`config.mk`:
```
export PLATFORM = sky130hd
export DESIGN_NAME = swd_top
export DESIGN_NICKNAME = d
export VERILOG_FILES = /design/src/hw/swd_pkg.sv /design/src/hw/swd_dog_if.sv /design/src/hw/swd_dog.sv /design/src/hw/swd_top.sv
export SDC_FILE = /design/constraint.sdc
export NUM_CORES = 1
export LEC_CHECK = 0
export ABC_AREA = 1
export BUFFER_PORTS_ARGS = -buffer_cell sky130_fd_sc_hd__buf_2
export CORE_MARGIN = 2
export CORE_UTILIZATION = 45
export DETAILED_ROUTE_END_ITERATION = 8
export HOLD_SLACK_MARGIN = 0.03
export PLACE_DENSITY = 0.66
export SYNTH_ARGS = -nofsm -noshare
export SYNTH_HDL_FRONTEND = slang
export SYNTH_SLANG_ARGS = --single-unit
```
`constraint.sdc`:
```
create_clock -name ref_clk -period 2.4 [get_ports ref_clk]
set_clock_uncertainty 0.05 [all_clocks]
set_input_delay 0.24 -clock ref_clk [delete_from_list [all_inputs] [get_ports ref_clk]]
set_output_delay 0.24 -clock ref_clk [all_outputs]
set_load 0.005 [all_outputs]
```
`src/hw/swd_pkg.sv`:
```
// Package of the slow-clock watchdog block: register map, field layout,
// reset values, timing constants and the state record of the top module.
// Assumes an 8-bit register port with 16-bit byte addresses.
package swd_pkg;

    // Clock rates and the 32 kHz enable divider
    localparam int unsigned CLK_HZ        = 125000000;
    localparam int unsigned SLOW_CLK_HZ   = 32768;
    localparam int unsigned SLOW_DIV_CYC  = CLK_HZ / SLOW_CLK_HZ;
    localparam int unsigned DIV_W         = 12;

    // Register offsets (byte addresses)
    localparam logic [15:0] ADDR_SLOW_CFG = 16'hA0D8;
    localparam logic [15:0] ADDR_SLOW_TOL = 16'hA0D9;
    localparam logic [15:0] ADDR_SLOW_TOH = 16'hA0DA;
    localparam logic [15:0] ADDR_BACK_CFG = 16'hA0DB;
    localparam logic [15:0] ADDR_BACK_TOL = 16'hA0DC;
    localparam logic [15:0] ADDR_BACK_TOH = 16'hA0DD;
    localparam logic [15:0] ADDR_TA       = 16'hA0E0;
    localparam logic [15:0] ADDR_MAIN_CFG = 16'hA0E1;
    localparam logic [15:0] ADDR_IRQ_STS  = 16'hA0E2;
    localparam logic [15:0] ADDR_IRQ_MSK  = 16'hA0E3;

    // Configuration field positions
    localparam int unsigned CFG_CLR_BIT   = 7;
    localparam int unsigned CFG_REN_BIT   = 6;
    localparam int unsigned CFG_RF_BIT    = 5;
    localparam int unsigned CFG_IEN_BIT   = 4;
    localparam int unsigned CFG_CS_LSB    = 1;
    localparam int unsigned CFG_IF_BIT    = 0;
    localparam int unsigned BCFG_RF_BIT   = 0;
    localparam int unsigned MCFG_SEL_LSB  = 0;
    localparam int unsigned MCFG_REN_BIT  = 3;
    localparam int unsigned MCFG_RWT_BIT  = 7;

    // Reset values
    localparam logic [7:0]  SLOW_CFG_RST  = 8'hA7;
    localparam logic [15:0] SLOW_TO_RST   = 16'h0FFF;
    localparam logic [7:0]  BACK_CFG_RST  = 8'hD1;
    localparam logic [15:0] BACK_TO_RST   = 16'h00FF;
    localparam logic [2:0]  MAIN_SEL_RST  = 3'h3;
    localparam logic        MAIN_REN_RST  = 1'b1;

    // Timed access unlock sequence and window
    localparam logic [7:0]  TA_KEY1       = 8'hAA;
    localparam logic [7:0]  TA_KEY2       = 8'h55;
    localparam logic [2:0]  TA_WINDOW_CYC = 3'h4;

    // Interrupt status bit positions
    localparam int unsigned STS_MAIN      = 0;
    localparam int unsigned STS_SLOW      = 1;
    localparam int unsigned STS_BACK      = 2;
    localparam int unsigned STS_W         = 3;

    // Main watchdog counter width
    localparam int unsigned MAIN_W        = 27;

    typedef struct packed {
        logic [DIV_W-1:0]  div;
        logic [14:0]       pre;
        logic              ta_armed;
        logic [2:0]        ta_open;
        logic [MAIN_W-1:0] main_cnt;
        logic [2:0]        main_sel;
        logic              main_ren;
        logic              slow_ren;
        logic              slow_rf;
        logic              slow_ien;
        logic              slow_if;
        logic [2:0]        scale;
        logic [15:0]       slow_to;
        logic              back_rf;
        logic [STS_W-1:0]  sts;
        logic [STS_W-1:0]  msk;
        logic [7:0]        rdata;
        logic              rst_req;
    } swd_top_s;

    typedef struct packed {
        logic [15:0] cnt;
        logic        match;
    } swd_dog_s;

endpackage

```
`src/hw/swd_dog_if.sv`:
```
// Interface between the top module and one 16-bit slow-clock watchdog.
// Assumes both ends sit on ref_clk.
`timescale 1ns/1ps
interface swd_dog_if;
    logic        tick;
    logic        clear;
    logic [15:0] timeout;
    logic [15:0] count;
    logic        match;

    modport ctrl (output tick, output clear, output timeout, input count, input match);
    modport dog  (input tick, input clear, input timeout, output count, output match);
endinterface

```
`src/hw/swd_dog.sv`:
```
// One 16-bit watchdog counter advanced by a prescaled slow tick.
// Assumes tick and clear are one-cycle pulses on ref_clk.
`timescale 1ns/1ps
module swd_dog
    import swd_pkg::*;
(
    input  wire logic ref_clk,
    input  wire logic reset,
    swd_dog_if.dog    bus
);

    swd_dog_s s_q;
    swd_dog_s s_d;

    // Count on each tick, restart after a match; clear has priority
    always_comb begin
        s_d       = s_q;
        s_d.match = 1'b0;
        if (bus.clear) begin
            s_d.cnt = 16'h0000;
        end else if (bus.tick) begin
            if (s_q.cnt == bus.timeout) begin
                s_d.match = 1'b1;
                s_d.cnt   = 16'h0000;
            end else begin
                s_d.cnt = s_q.cnt + 16'h0001;
            end
        end
    end

    always_ff @(posedge ref_clk) begin
        if (reset) begin
            s_q <= '0;
        end else begin
            s_q <= s_d;
        end
    end

    assign bus.count = s_q.cnt;
    assign bus.match = s_q.match;

    // Match only on a tick seen at the time-out value
    a_dog_match_cause: assert property (@(posedge ref_clk) disable iff (reset)
        $rose(bus.match) |-> $past(bus.tick) && $past(s_q.cnt) == $past(bus.timeout))
        else $error("dog match without reaching time-out");

endmodule

```
`src/hw/swd_top.sv`:
```
// Slow-clock watchdog block: main CPU-clock watchdog time-out control,
// slow watchdog and backup watchdog, timed-access lock and register port.
// Assumes all inputs are synchronous to ref_clk and the register master
// keeps strobes one cycle long and never both at once.
//
// Operation
// - Main select 000/001/010/011 expires after 131072/1048576/8388608/67108864 clocks.
// - Slow watchdog is a 16-bit counter on the 32 kHz slow clock.
// - Writing one to slow clear zeroes the count; bit reads back zero.
// - Slow reset flag set on its reset; held until software writes zero.
// - Slow irq flag set per event only while slow reset enable is off; request only with enable; zero-write clears.
// - Scale 000-011 divides by 2^8, 100-111 by 2^12 to 2^15.
// - Slow count matched to 16-bit time-out; reads return live count.
// - Slow and backup config and slow time-out writes need timed-access unlock; main select and reset enable writes do not.
// - Backup watchdog cannot be disabled in normal mode.
// - Backup watchdog uses the same tick scale codes as slow watchdog.
// - Backup match always resets; its time-out reads return live count.
// - Backup out of reset: 8 ms tick, about 2^8 ticks.
// - Main watchdog counts on CPU clock, halts in idle and stop.
// - Main restart write clears count only after timed-access unlock.
//
// The implementer's own choice: the plain strobed port.
`timescale 1ns/1ps
module swd_top
    import swd_pkg::*;
#(
    parameter logic [MAIN_W-1:0] MAIN_TO0 = 27'd131072,
    parameter logic [MAIN_W-1:0] MAIN_TO1 = 27'd1048576,
    parameter logic [MAIN_W-1:0] MAIN_TO2 = 27'd8388608,
    parameter logic [MAIN_W-1:0] MAIN_TO3 = 27'd67108864,
    parameter int unsigned       SLOW_DIV = SLOW_DIV_CYC
)
(
    input  wire logic        ref_clk,
    input  wire logic        reset,
    input  wire logic [15:0] reg_addr,
    input  wire logic [7:0]  reg_wdata,
    input  wire logic        reg_wr,
    input  wire logic        reg_rd,
    output logic      [7:0]  reg_rdata,
    input  wire logic        cpu_clk_en,
    input  wire logic        cpu_idle,
    input  wire logic        cpu_stop,
    output logic             slow_dog_irq,
    output logic             slow_dog_wakeup,
    output logic             wdog_reset_req,
    output logic             irq
);

    swd_top_s s_q;
    swd_top_s s_d;

    swd_dog_if slow_if ();
    swd_dog_if back_if ();

    logic              slow_clock_32k;
    logic              dog_tick;
    logic              ta_ok;
    logic              wr_slow_cfg;
    logic              wr_back_cfg;
    logic              main_expire;
    logic [MAIN_W-1:0] main_limit;

    ////////////////////////////////////////////////////////////////////////////
    // Decode helpers

    // Prescaler mask for a scale code
    function automatic logic [14:0] scale_mask(input logic [2:0] code);
        unique case (code)
            3'h4:    scale_mask = 15'h0FFF;
            3'h5:    scale_mask = 15'h1FFF;
            3'h6:    scale_mask = 15'h3FFF;
            3'h7:    scale_mask = 15'h7FFF;
            default: scale_mask = 15'h00FF;
        endcase
    endfunction

    // Expiry count for a main select code; upper codes take the longest
    function automatic logic [MAIN_W-1:0] main_to(input logic [2:0] code);
        unique case (code)
            3'h0:    main_to = MAIN_TO0;
            3'h1:    main_to = MAIN_TO1;
            3'h2:    main_to = MAIN_TO2;
            default: main_to = MAIN_TO3;
        endcase
    endfunction

    ////////////////////////////////////////////////////////////////////////////
    // Combinational decode

    // Slow clock enable and shared tick; one prescaler keeps both dogs in step
    assign slow_clock_32k = (s_q.div == DIV_W'(SLOW_DIV - 1));
    assign dog_tick       = slow_clock_32k && ((s_q.pre & scale_mask(s_q.scale)) == scale_mask(s_q.scale));
    assign ta_ok          = (s_q.ta_open != 3'h0);
    assign wr_slow_cfg    = reg_wr && ta_ok && (reg_addr == ADDR_SLOW_CFG);
    assign wr_back_cfg    = reg_wr && ta_ok && (reg_addr == ADDR_BACK_CFG);
    assign main_limit     = main_to(s_q.main_sel);
    assign main_expire    = cpu_clk_en && !cpu_idle && !cpu_stop && (s_q.main_cnt == main_limit - 1'b1);

    // Dog connections; the backup dog has no enable at all
    assign slow_if.tick    = dog_tick;
    assign slow_if.clear   = wr_slow_cfg && reg_wdata[CFG_CLR_BIT];
    assign slow_if.timeout = s_q.slow_to;
    assign back_if.tick    = dog_tick;
    assign back_if.clear   = wr_back_cfg && reg_wdata[CFG_CLR_BIT];
    assign back_if.timeout = BACK_TO_RST;

    swd_dog u_slow (
        .ref_clk (ref_clk),
        .reset   (reset),
        .bus     (slow_if.dog)
    );

    swd_dog u_back (
        .ref_clk (ref_clk),
        .reset   (reset),
        .bus     (back_if.dog)
    );

    ////////////////////////////////////////////////////////////////////////////
    // Next state

    always_comb begin
        s_d         = s_q;
        s_d.rst_req = 1'b0;
        s_d.rdata   = 8'h00;

        // Slow clock divider and tick prescaler
        s_d.div = slow_clock_32k ? '0 : s_q.div + 1'b1;
        if (slow_clock_32k) begin
            s_d.pre = s_q.pre + 15'h0001;
        end

        // Timed access: key pair opens a short window, one protected write closes it
        if (ta_ok) begin
            s_d.ta_open = s_q.ta_open - 3'h1;
        end
        if (reg_wr && reg_addr == ADDR_TA) begin
            s_d.ta_armed = (reg_wdata == TA_KEY1);
            if (s_q.ta_armed && reg_wdata == TA_KEY2) begin
                s_d.ta_open = TA_WINDOW_CYC;
            end
        end else if (reg_wr && ta_ok && (reg_addr inside {ADDR_SLOW_CFG, ADDR_SLOW_TOL, ADDR_SLOW_TOH,
                                                          ADDR_BACK_CFG, ADDR_MAIN_CFG})) begin
            s_d.ta_open  = 3'h0;
            s_d.ta_armed = 1'b0;
        end else if (reg_wr) begin
            s_d.ta_armed = 1'b0;
        end

        // Main watchdog counts only while the CPU clock runs
        if (cpu_clk_en && !cpu_idle && !cpu_stop) begin
            s_d.main_cnt = main_expire ? '0 : s_q.main_cnt + 1'b1;
        end
        if (reg_wr && reg_addr == ADDR_MAIN_CFG) begin
            s_d.main_sel = reg_wdata[MCFG_SEL_LSB +: 3];
            s_d.main_ren = reg_wdata[MCFG_REN_BIT];
            if (ta_ok && reg_wdata[MCFG_RWT_BIT]) begin
                s_d.main_cnt = '0;
            end
        end

        // Software register writes; config flags only clear by a written zero, status bits by a written one
        if (wr_slow_cfg) begin
            s_d.slow_ren = reg_wdata[CFG_REN_BIT];
            s_d.slow_rf  = s_q.slow_rf & reg_wdata[CFG_RF_BIT];
            s_d.slow_ien = reg_wdata[CFG_IEN_BIT];
            s_d.scale    = reg_wdata[CFG_CS_LSB +: 3];
            s_d.slow_if  = s_q.slow_if & reg_wdata[CFG_IF_BIT];
        end
        if (reg_wr && ta_ok && reg_addr == ADDR_SLOW_TOL) begin
            s_d.slow_to[7:0] = reg_wdata;
        end
        if (reg_wr && ta_ok && reg_addr == ADDR_SLOW_TOH) begin
            s_d.slow_to[15:8] = reg_wdata;
        end
        if (wr_back_cfg) begin
            s_d.back_rf = s_q.back_rf & reg_wdata[BCFG_RF_BIT];
        end
        if (reg_wr && reg_addr == ADDR_IRQ_STS) begin
            s_d.sts = s_q.sts & ~reg_wdata[STS_W-1:0];
        end
        if (reg_wr && reg_addr == ADDR_IRQ_MSK) begin
            s_d.msk = reg_wdata[STS_W-1:0];
        end

        // Events after writes so that a set wins over a clear
        if (slow_if.match) begin
            s_d.sts[STS_SLOW] = 1'b1;
            if (s_q.slow_ren) begin
                s_d.slow_rf = 1'b1;
                s_d.rst_req = 1'b1;
            end else begin
                s_d.slow_if = 1'b1;
            end
        end
        if (back_if.match) begin
            s_d.back_rf       = 1'b1;
            s_d.sts[STS_BACK] = 1'b1;
            s_d.rst_req       = 1'b1;
        end
        if (main_expire) begin
            s_d.sts[STS_MAIN] = 1'b1;
            if (s_q.main_ren) begin
                s_d.rst_req = 1'b1;
            end
        end

        // Read data stands in the cycle after the read strobe
        if (reg_rd) begin
            unique case (reg_addr)
                ADDR_SLOW_CFG: s_d.rdata = {1'b0, s_q.slow_ren, s_q.slow_rf, s_q.slow_ien, s_q.scale, s_q.slow_if};
                ADDR_SLOW_TOL: s_d.rdata = slow_if.count[7:0];
                ADDR_SLOW_TOH: s_d.rdata = slow_if.count[15:8];
                ADDR_BACK_CFG: s_d.rdata = {7'h00, s_q.back_rf};
                ADDR_BACK_TOL: s_d.rdata = back_if.count[7:0];
                ADDR_BACK_TOH: s_d.rdata = back_if.count[15:8];
                ADDR_TA:       s_d.rdata = {7'h00, ta_ok};
                ADDR_MAIN_CFG: s_d.rdata = {4'h0, s_q.main_ren, s_q.main_sel};
                ADDR_IRQ_STS:  s_d.rdata = {5'h00, s_q.sts};
                ADDR_IRQ_MSK:  s_d.rdata = {5'h00, s_q.msk};
                default:       s_d.rdata = 8'h00;
            endcase
        end
    end

    ////////////////////////////////////////////////////////////////////////////
    // State register

    // Flags survive the watchdog reset they request; reset sets slow_rf, slow_if and back_rf
    always_ff @(posedge ref_clk) begin
        if (reset) begin
            s_q          <= '0;
            s_q.main_sel <= MAIN_SEL_RST;
            s_q.main_ren <= MAIN_REN_RST;
            s_q.slow_ren <= SLOW_CFG_RST[CFG_REN_BIT];
            s_q.slow_rf  <= SLOW_CFG_RST[CFG_RF_BIT];
            s_q.slow_ien <= SLOW_CFG_RST[CFG_IEN_BIT];
            s_q.scale    <= SLOW_CFG_RST[CFG_CS_LSB +: 3];
            s_q.slow_if  <= SLOW_CFG_RST[CFG_IF_BIT];
            s_q.slow_to  <= SLOW_TO_RST;
            s_q.back_rf  <= BACK_CFG_RST[BCFG_RF_BIT];
        end else begin
            s_q <= s_d;
        end
    end

    ////////////////////////////////////////////////////////////////////////////
    // Outputs

    assign reg_rdata       = s_q.rdata;
    assign slow_dog_irq    = s_q.slow_if && s_q.slow_ien;
    assign slow_dog_wakeup = s_q.slow_if && s_q.slow_ien;
    assign wdog_reset_req  = s_q.rst_req;
    assign irq             = |(s_q.sts & s_q.msk);

    ////////////////////////////////////////////////////////////////////////////
    // Assertions

    a_main_expiry_count: assert property (@(posedge ref_clk) disable iff (reset)
        main_expire |-> s_q.main_cnt == main_to(s_q.main_sel) - 1'b1)
        else $error("main watchdog expired at wrong count");

    a_main_halt_idle: assert property (@(posedge ref_clk) disable iff (reset)
        (cpu_idle || cpu_stop) && !(reg_wr && reg_addr == ADDR_MAIN_CFG) |=> $stable(s_q.main_cnt))
        else $error("main watchdog counted while halted");

    a_locked_timeout_kept: assert property (@(posedge ref_clk) disable iff (reset)
        reg_wr && !ta_ok && reg_addr == ADDR_SLOW_TOL |=> $stable(s_q.slow_to))
        else $error("locked write changed slow time-out");

    a_restart_needs_unlock: assert property (@(posedge ref_clk) disable iff (reset)
        reg_wr && reg_addr == ADDR_MAIN_CFG && reg_wdata[MCFG_RWT_BIT] && ta_ok |=> s_q.main_cnt == '0)
        else $error("unlocked restart did not clear main count");

    a_slow_clear_zero: assert property (@(posedge ref_clk) disable iff (reset)
        slow_if.clear |=> slow_if.count == 16'h0000)
        else $error("slow clear did not zero the count");

    a_slow_reset_flag: assert property (@(posedge ref_clk) disable iff (reset)
        slow_if.match && s_q.slow_ren |=> s_q.slow_rf && s_q.rst_req)
        else $error("slow match with reset enable missed reset");

    a_slow_irq_only: assert property (@(posedge ref_clk) disable iff (reset)
        slow_if.match && !s_q.slow_ren |=> s_q.slow_if && !$changed(s_q.slow_rf))
        else $error("slow match without reset enable misbehaved");

    a_backup_resets: assert property (@(posedge ref_clk) disable iff (reset)
        back_if.match |=> wdog_reset_req && s_q.back_rf)
        else $error("backup match gave no reset");

    a_irq_gated: assert property (@(posedge ref_clk) disable iff (reset)
        slow_dog_irq |-> s_q.slow_ien)
        else $error("slow irq raised while disabled");

    a_read_count: assert property (@(posedge ref_clk) disable iff (reset)
        reg_rd && reg_addr == ADDR_SLOW_TOL |=> reg_rdata == $past(slow_if.count[7:0]))
        else $error("slow time-out read did not return count");

    c_unlock_write: cover property (@(posedge ref_clk) disable iff (reset) wr_slow_cfg);
    c_slow_match:   cover property (@(posedge ref_clk) disable iff (reset) slow_if.match);
    c_back_match:   cover property (@(posedge ref_clk) disable iff (reset) back_if.match);
    c_main_expire:  cover property (@(posedge ref_clk) disable iff (reset) main_expire);

endmodule

```
==> out/qor.csv <==
stage;metric;value;unit
global_routing;initial antenna violation count;0;
route;antenna-violating nets left;0;
placed_design;count of input and output buffers;42;
timing;final worst hold slack;0.0814;ns
synth;biggest area contributors in the synthesized netlist;sky130_fd_sc_hd__dfxtp_1, sky130_fd_sc_hd__nand2_1, sky130_fd_sc_hd__nor2_1;
worst_setup_path;peak per-stage delay on the critical path;0.34;ns
placed_design;weighted congestion reported at the end of routability-driven placement;0.955;
worst_setup_path;depth of the worst register-to-register path;9;
power_and_ir_drop;Switching Fraction;0.223;
route;Iter 0 DRT Violations;687;
worst_setup_path;crit path to;u_slow.bus.count[4];
route;total wire length;18.8;mm
route;via count normalized by instance count;5.23;
placed_design;hpwl dp;14.3;mm
synth;share of Yosys cell area claimed by the top area cell type;0.360;
timing;count of final setup violators;0;
worst_setup_path;worst setup slack for register-to-register paths;0.33;ns
layout;relative area change from synthesis to final layout;11.6;%
synth;number of synthesized flops with an enable pin;0;
power_and_ir_drop;NetSw;1.10;mW
floorplan;Initial Utilization;0.456;
timing;max-slew headroom at the worst pin;0.707;
worst_setup_path;Critical Path RT;2.65;ns
clock_network;number of gates given a new drive strength after cts;0;
clock_network;root buffer cell;sky130_fd_sc_hd__clkbuf_16;
global_routing;global router's overall resource usage;0.222;
clock_network;clock latency reported for the late side of the worst-skew pair;0.42;ns
power_and_ir_drop;portion of total power attributed to combinational logic;0.053;
synth;mean area per synthesized cell;7.04;um^2
worst_setup_path;number of buffers and inverters on the critical path;2;
clock_network;number of buffers added to fix hold violations after cts;0;
layout;multi-input logic area;4060;um^2
power_and_ir_drop;standby leakage power;3.31;nW
synth;Synth Flop Type;sky130_fd_sc_hd__dfxtp_1;
synth;Distinct cells, synth;47;
synth;number of synthesis warnings;0;
synth;fraction of registers with async set/reset;0;
floorplan;chip height;133;um
placed_design;Setup WS pre-CTS;0.319;ns
route;DR pass1 iterations;5;
synth;number of instances in the synthesized netlist;1065;
layout;highest-count cells in the layout ignoring fill and taps;sky130_fd_sc_hd__nand2_1, sky130_fd_sc_hd__nor2_1, sky130_fd_sc_hd__dfxtp_1, sky130_fd_sc_hd__inv_1, sky130_fd_sc_hd__nand3_1;
worst_setup_path;CP Class;reg2reg;
worst_hold_path;path class of the lowest-slack min-delay path;in2reg;
clock_network;TritonCTS clock tree;done;
layout;commonest non-fill, non-tap cell in the layout;sky130_fd_sc_hd__nand2_1;
worst_setup_path;instance count on the critical path;9;
global_routing;vias in the first global route;6502;
clock_network;H-tree lvl count;4;
worst_setup_path;launching instance or port of the critical path;s_q[70];
clock_network;Clock Sinks;135;
worst_setup_path;reg-to-reg critical path endpoint;u_slow.bus.count[4];
timing;timing-limited maximum frequency;483;MHz
worst_setup_path;kind of cell adding the most delay to the critical path;simple AND/OR/NAND/NOR gates;
global_routing;residual overflow from global routing;0;
layout;FF/Latch Area;2700;um^2
clock_network;buffer depth of the longest clock path;2;
power_and_ir_drop;power density of the placed cells;593;nW/um^2
worst_setup_path;nature of the critical path endpoint;flip-flop;
global_routing;pin count of the biggest net entering global routing;40;
synth;Synth area leader;sky130_fd_sc_hd__dfxtp_1;
timing;Least-Margin Pin Slew;0.436;ns
worst_setup_path;arrival time worst endpoint;2.33;ns
layout;ratio of cells with drive above 1 in the final layout;0.107;
floorplan;io pins;43;
global_routing;wire length of the first global-routing pass;31.7;mm
synth;total of flip-flops plus latches after synthesis;135;
worst_setup_path;startpoint kind of the worst setup timing path;flip-flop;
worst_setup_path;CP cell instances;inv_1 > ha_1 > ha_1 > nor2_2 > nand4_2 > o21ai_4 > inv_2 > nand2_2 > nor2_1;
flow_run;max-cap check violation count;0;
layout;count of inserted antenna diode cells;0;
timing;post-route fraction of the period consumed by the critical path;0.863;
floorplan;Core Rows;47;
run_status;result of the run;complete, no violations;
power_and_ir_drop;Overall Power;4.96;mW
synth;sequential share of the synthesized area;0.360;
floorplan;core outline area;16500;um^2
layout;post-layout instance count excluding filler cells;1328;
layout;# fillers;1677;
timing;RSZ-0062 raised after global routing;false;
route;DR WL/cell;14.2;um
clock_network;clock buffers created by TritonCTS;17;
power_and_ir_drop;sequential cell fraction of total power;0.458;
route;drt drc;0;
worst_setup_path;Crit path top cell by count;sky130_fd_sc_hd__ha_1;
placed_design;Cells after DPL;1301;
power_and_ir_drop;internal portion of total power;3.86;mW
synth;nets in the synthesized netlist;1106;
route;via count;6951;
timing;Worst Slack Setup Final;0.329;ns
layout;Final #Nets;1141;
power_and_ir_drop;Max IR drop VDD;0.000552;V
clock_network;post-CTS setup-driven buffer insertion count;0;
floorplan;die footprint;17700;um^2
worst_setup_path;Crit-path slowest cell;sky130_fd_sc_hd__nor2_2;
clock_network;Clock transition at path regs;0.05;ns
timing;post-layout min period;2.07;ns
power_and_ir_drop;clock group share of total power;0.489;
timing;number of hold violations in the final report;0;
worst_setup_path;maximum fanout count along the critical path;9;
timing;TNS Setup;0;ns
worst_setup_path;Critical R2R Launch;s_q[70];
synth;cell area after technology mapping;7500;um^2
floorplan;width of the chip;133;um
timing;fin. max-slew vios;0;
==> kinds of logic (layout without fill, tap and decap cells) <==
kind of cell	Yosys count	after routing	synth area share
XOR/XNOR	62	62	0.0724
AND/OR/NAND/NOR	565	565	0.359
flip-flops	135	135	0.360
AO/OA/AOI/OAI	121	121	0.0932
buffers and inverters	172	215	0.0979
adder cells (fa/ha/maj)	10	10	0.0167
==> metrics by stage <==
step                utilization  instance area, um^2
finish                    0.508                 8370
global route              0.508                 8370
CTS                       0.508                 8370
detailed placement        0.476                 7840
global placement          0.476                 7840
floorplan                     -                 7500
==> worst reg2reg max path, stage by stage, from the launching register on <==
cell and delay [ns]:
sky130_fd_sc_hd__dfxtp_1 0.33, sky130_fd_sc_hd__inv_1 0.05, sky130_fd_sc_hd__ha_1 0.20, sky130_fd_sc_hd__ha_1 0.24
sky130_fd_sc_hd__nor2_2 0.34, sky130_fd_sc_hd__nand4_2 0.26, sky130_fd_sc_hd__o21ai_4 0.21, sky130_fd_sc_hd__inv_2 0.05
sky130_fd_sc_hd__nand2_2 0.16, sky130_fd_sc_hd__nor2_1 0.08
==> how the worst min path moves through the flow <==
stage	from	end	slack [ns]	depth (start not counted)
3_3_place_gp	s_q[85]	s_q[85]	0.39	2
4_1_cts	reg_wdata[2]	s_q[42]	0.08	3
3_5_place_dp	s_q[85]	s_q[85]	0.39	2
5_1_grt	reg_wdata[2]	s_q[42]	0.09	3
2_1_floorplan	reg_wdata[0]	s_q[15]	0.34	2
6_report	reg_wdata[3]	s_q[34]	0.08	3
==> state kept, by name, indices dropped and copies added (netlist names) <==
signal and cells:
u_slow.bus.match 1, reg_rdata 8, u_back.bus.match 1, u_slow.bus.count 16, wdog_reset_req 1, s_q 76
u_back.bus.count 16, slow_if.timeout 16
==> metal layers <==
metal | vias up | GRT usage | part of all wire
met4 | 0 | 0.0851 | 0.021
met1 | 3132 | 0.309 | 0.48
met2 | 214 | 0.339 | 0.43
met5 | - | 0 | 0
met3 | 42 | 0.0472 | 0.063
li1 | 3563 | - | -
==> final cells by class <==
type	instances	share of cell area
Inverter	136	0.0611
Multi-Input combinational cell	758	0.486
Timing Repair Buffer	52	0.0341
Clock inverter	6	0.00957
Tap cell	220	0.0329
Clock buffer	21	0.0538
Sequential cell	135	0.323
==> synth_stat cells (2+ instances only) <==
cell type                  number
sky130_fd_sc_hd__o21bai_1       2
sky130_fd_sc_hd__nand4_2        2
sky130_fd_sc_hd__a31oi_1        3
sky130_fd_sc_hd__clkbuf_1       7
sky130_fd_sc_hd__nor2_4         7
sky130_fd_sc_hd__nand4_1       54
sky130_fd_sc_hd__xnor2_1       26
sky130_fd_sc_hd__xor2_1        36
sky130_fd_sc_hd__nor3b_1        4
sky130_fd_sc_hd__nand3_1       88
sky130_fd_sc_hd__dfxtp_1      135
sky130_fd_sc_hd__or2_2          2
sky130_fd_sc_hd__nand2_2        7
sky130_fd_sc_hd__nor4_1         4
sky130_fd_sc_hd__inv_1        129
sky130_fd_sc_hd__o21ai_0       35
sky130_fd_sc_hd__nor3_4         3
sky130_fd_sc_hd__buf_6          4
sky130_fd_sc_hd__ha_1          10
sky130_fd_sc_hd__o21ai_1        2
sky130_fd_sc_hd__nand4_4        2
sky130_fd_sc_hd__nand2_1      181
sky130_fd_sc_hd__nand3b_1       8
sky130_fd_sc_hd__nor2_1       148
sky130_fd_sc_hd__nor2_2         7
sky130_fd_sc_hd__inv_2          6
sky130_fd_sc_hd__buf_2         12
sky130_fd_sc_hd__buf_4         11
sky130_fd_sc_hd__nor3_1        41
sky130_fd_sc_hd__o211ai_1      21
sky130_fd_sc_hd__a211oi_1       4
sky130_fd_sc_hd__a21oi_1       49
==> power by group through the flow <==
stage / sequential (mW) / clock, mW / combinational (mW)
floorplan: 2.32 / 0 / 0.173
global placement: 2.32 / 0 / 0.259
detailed placement: 2.32 / 0 / 0.258
CTS: 2.27 / 2.47 / 0.262
global route: 2.28 / 2.57 / 0.298
finish: 2.27 / 2.43 / 0.262
No activity file was read; power rests on OpenSTA's default activity.
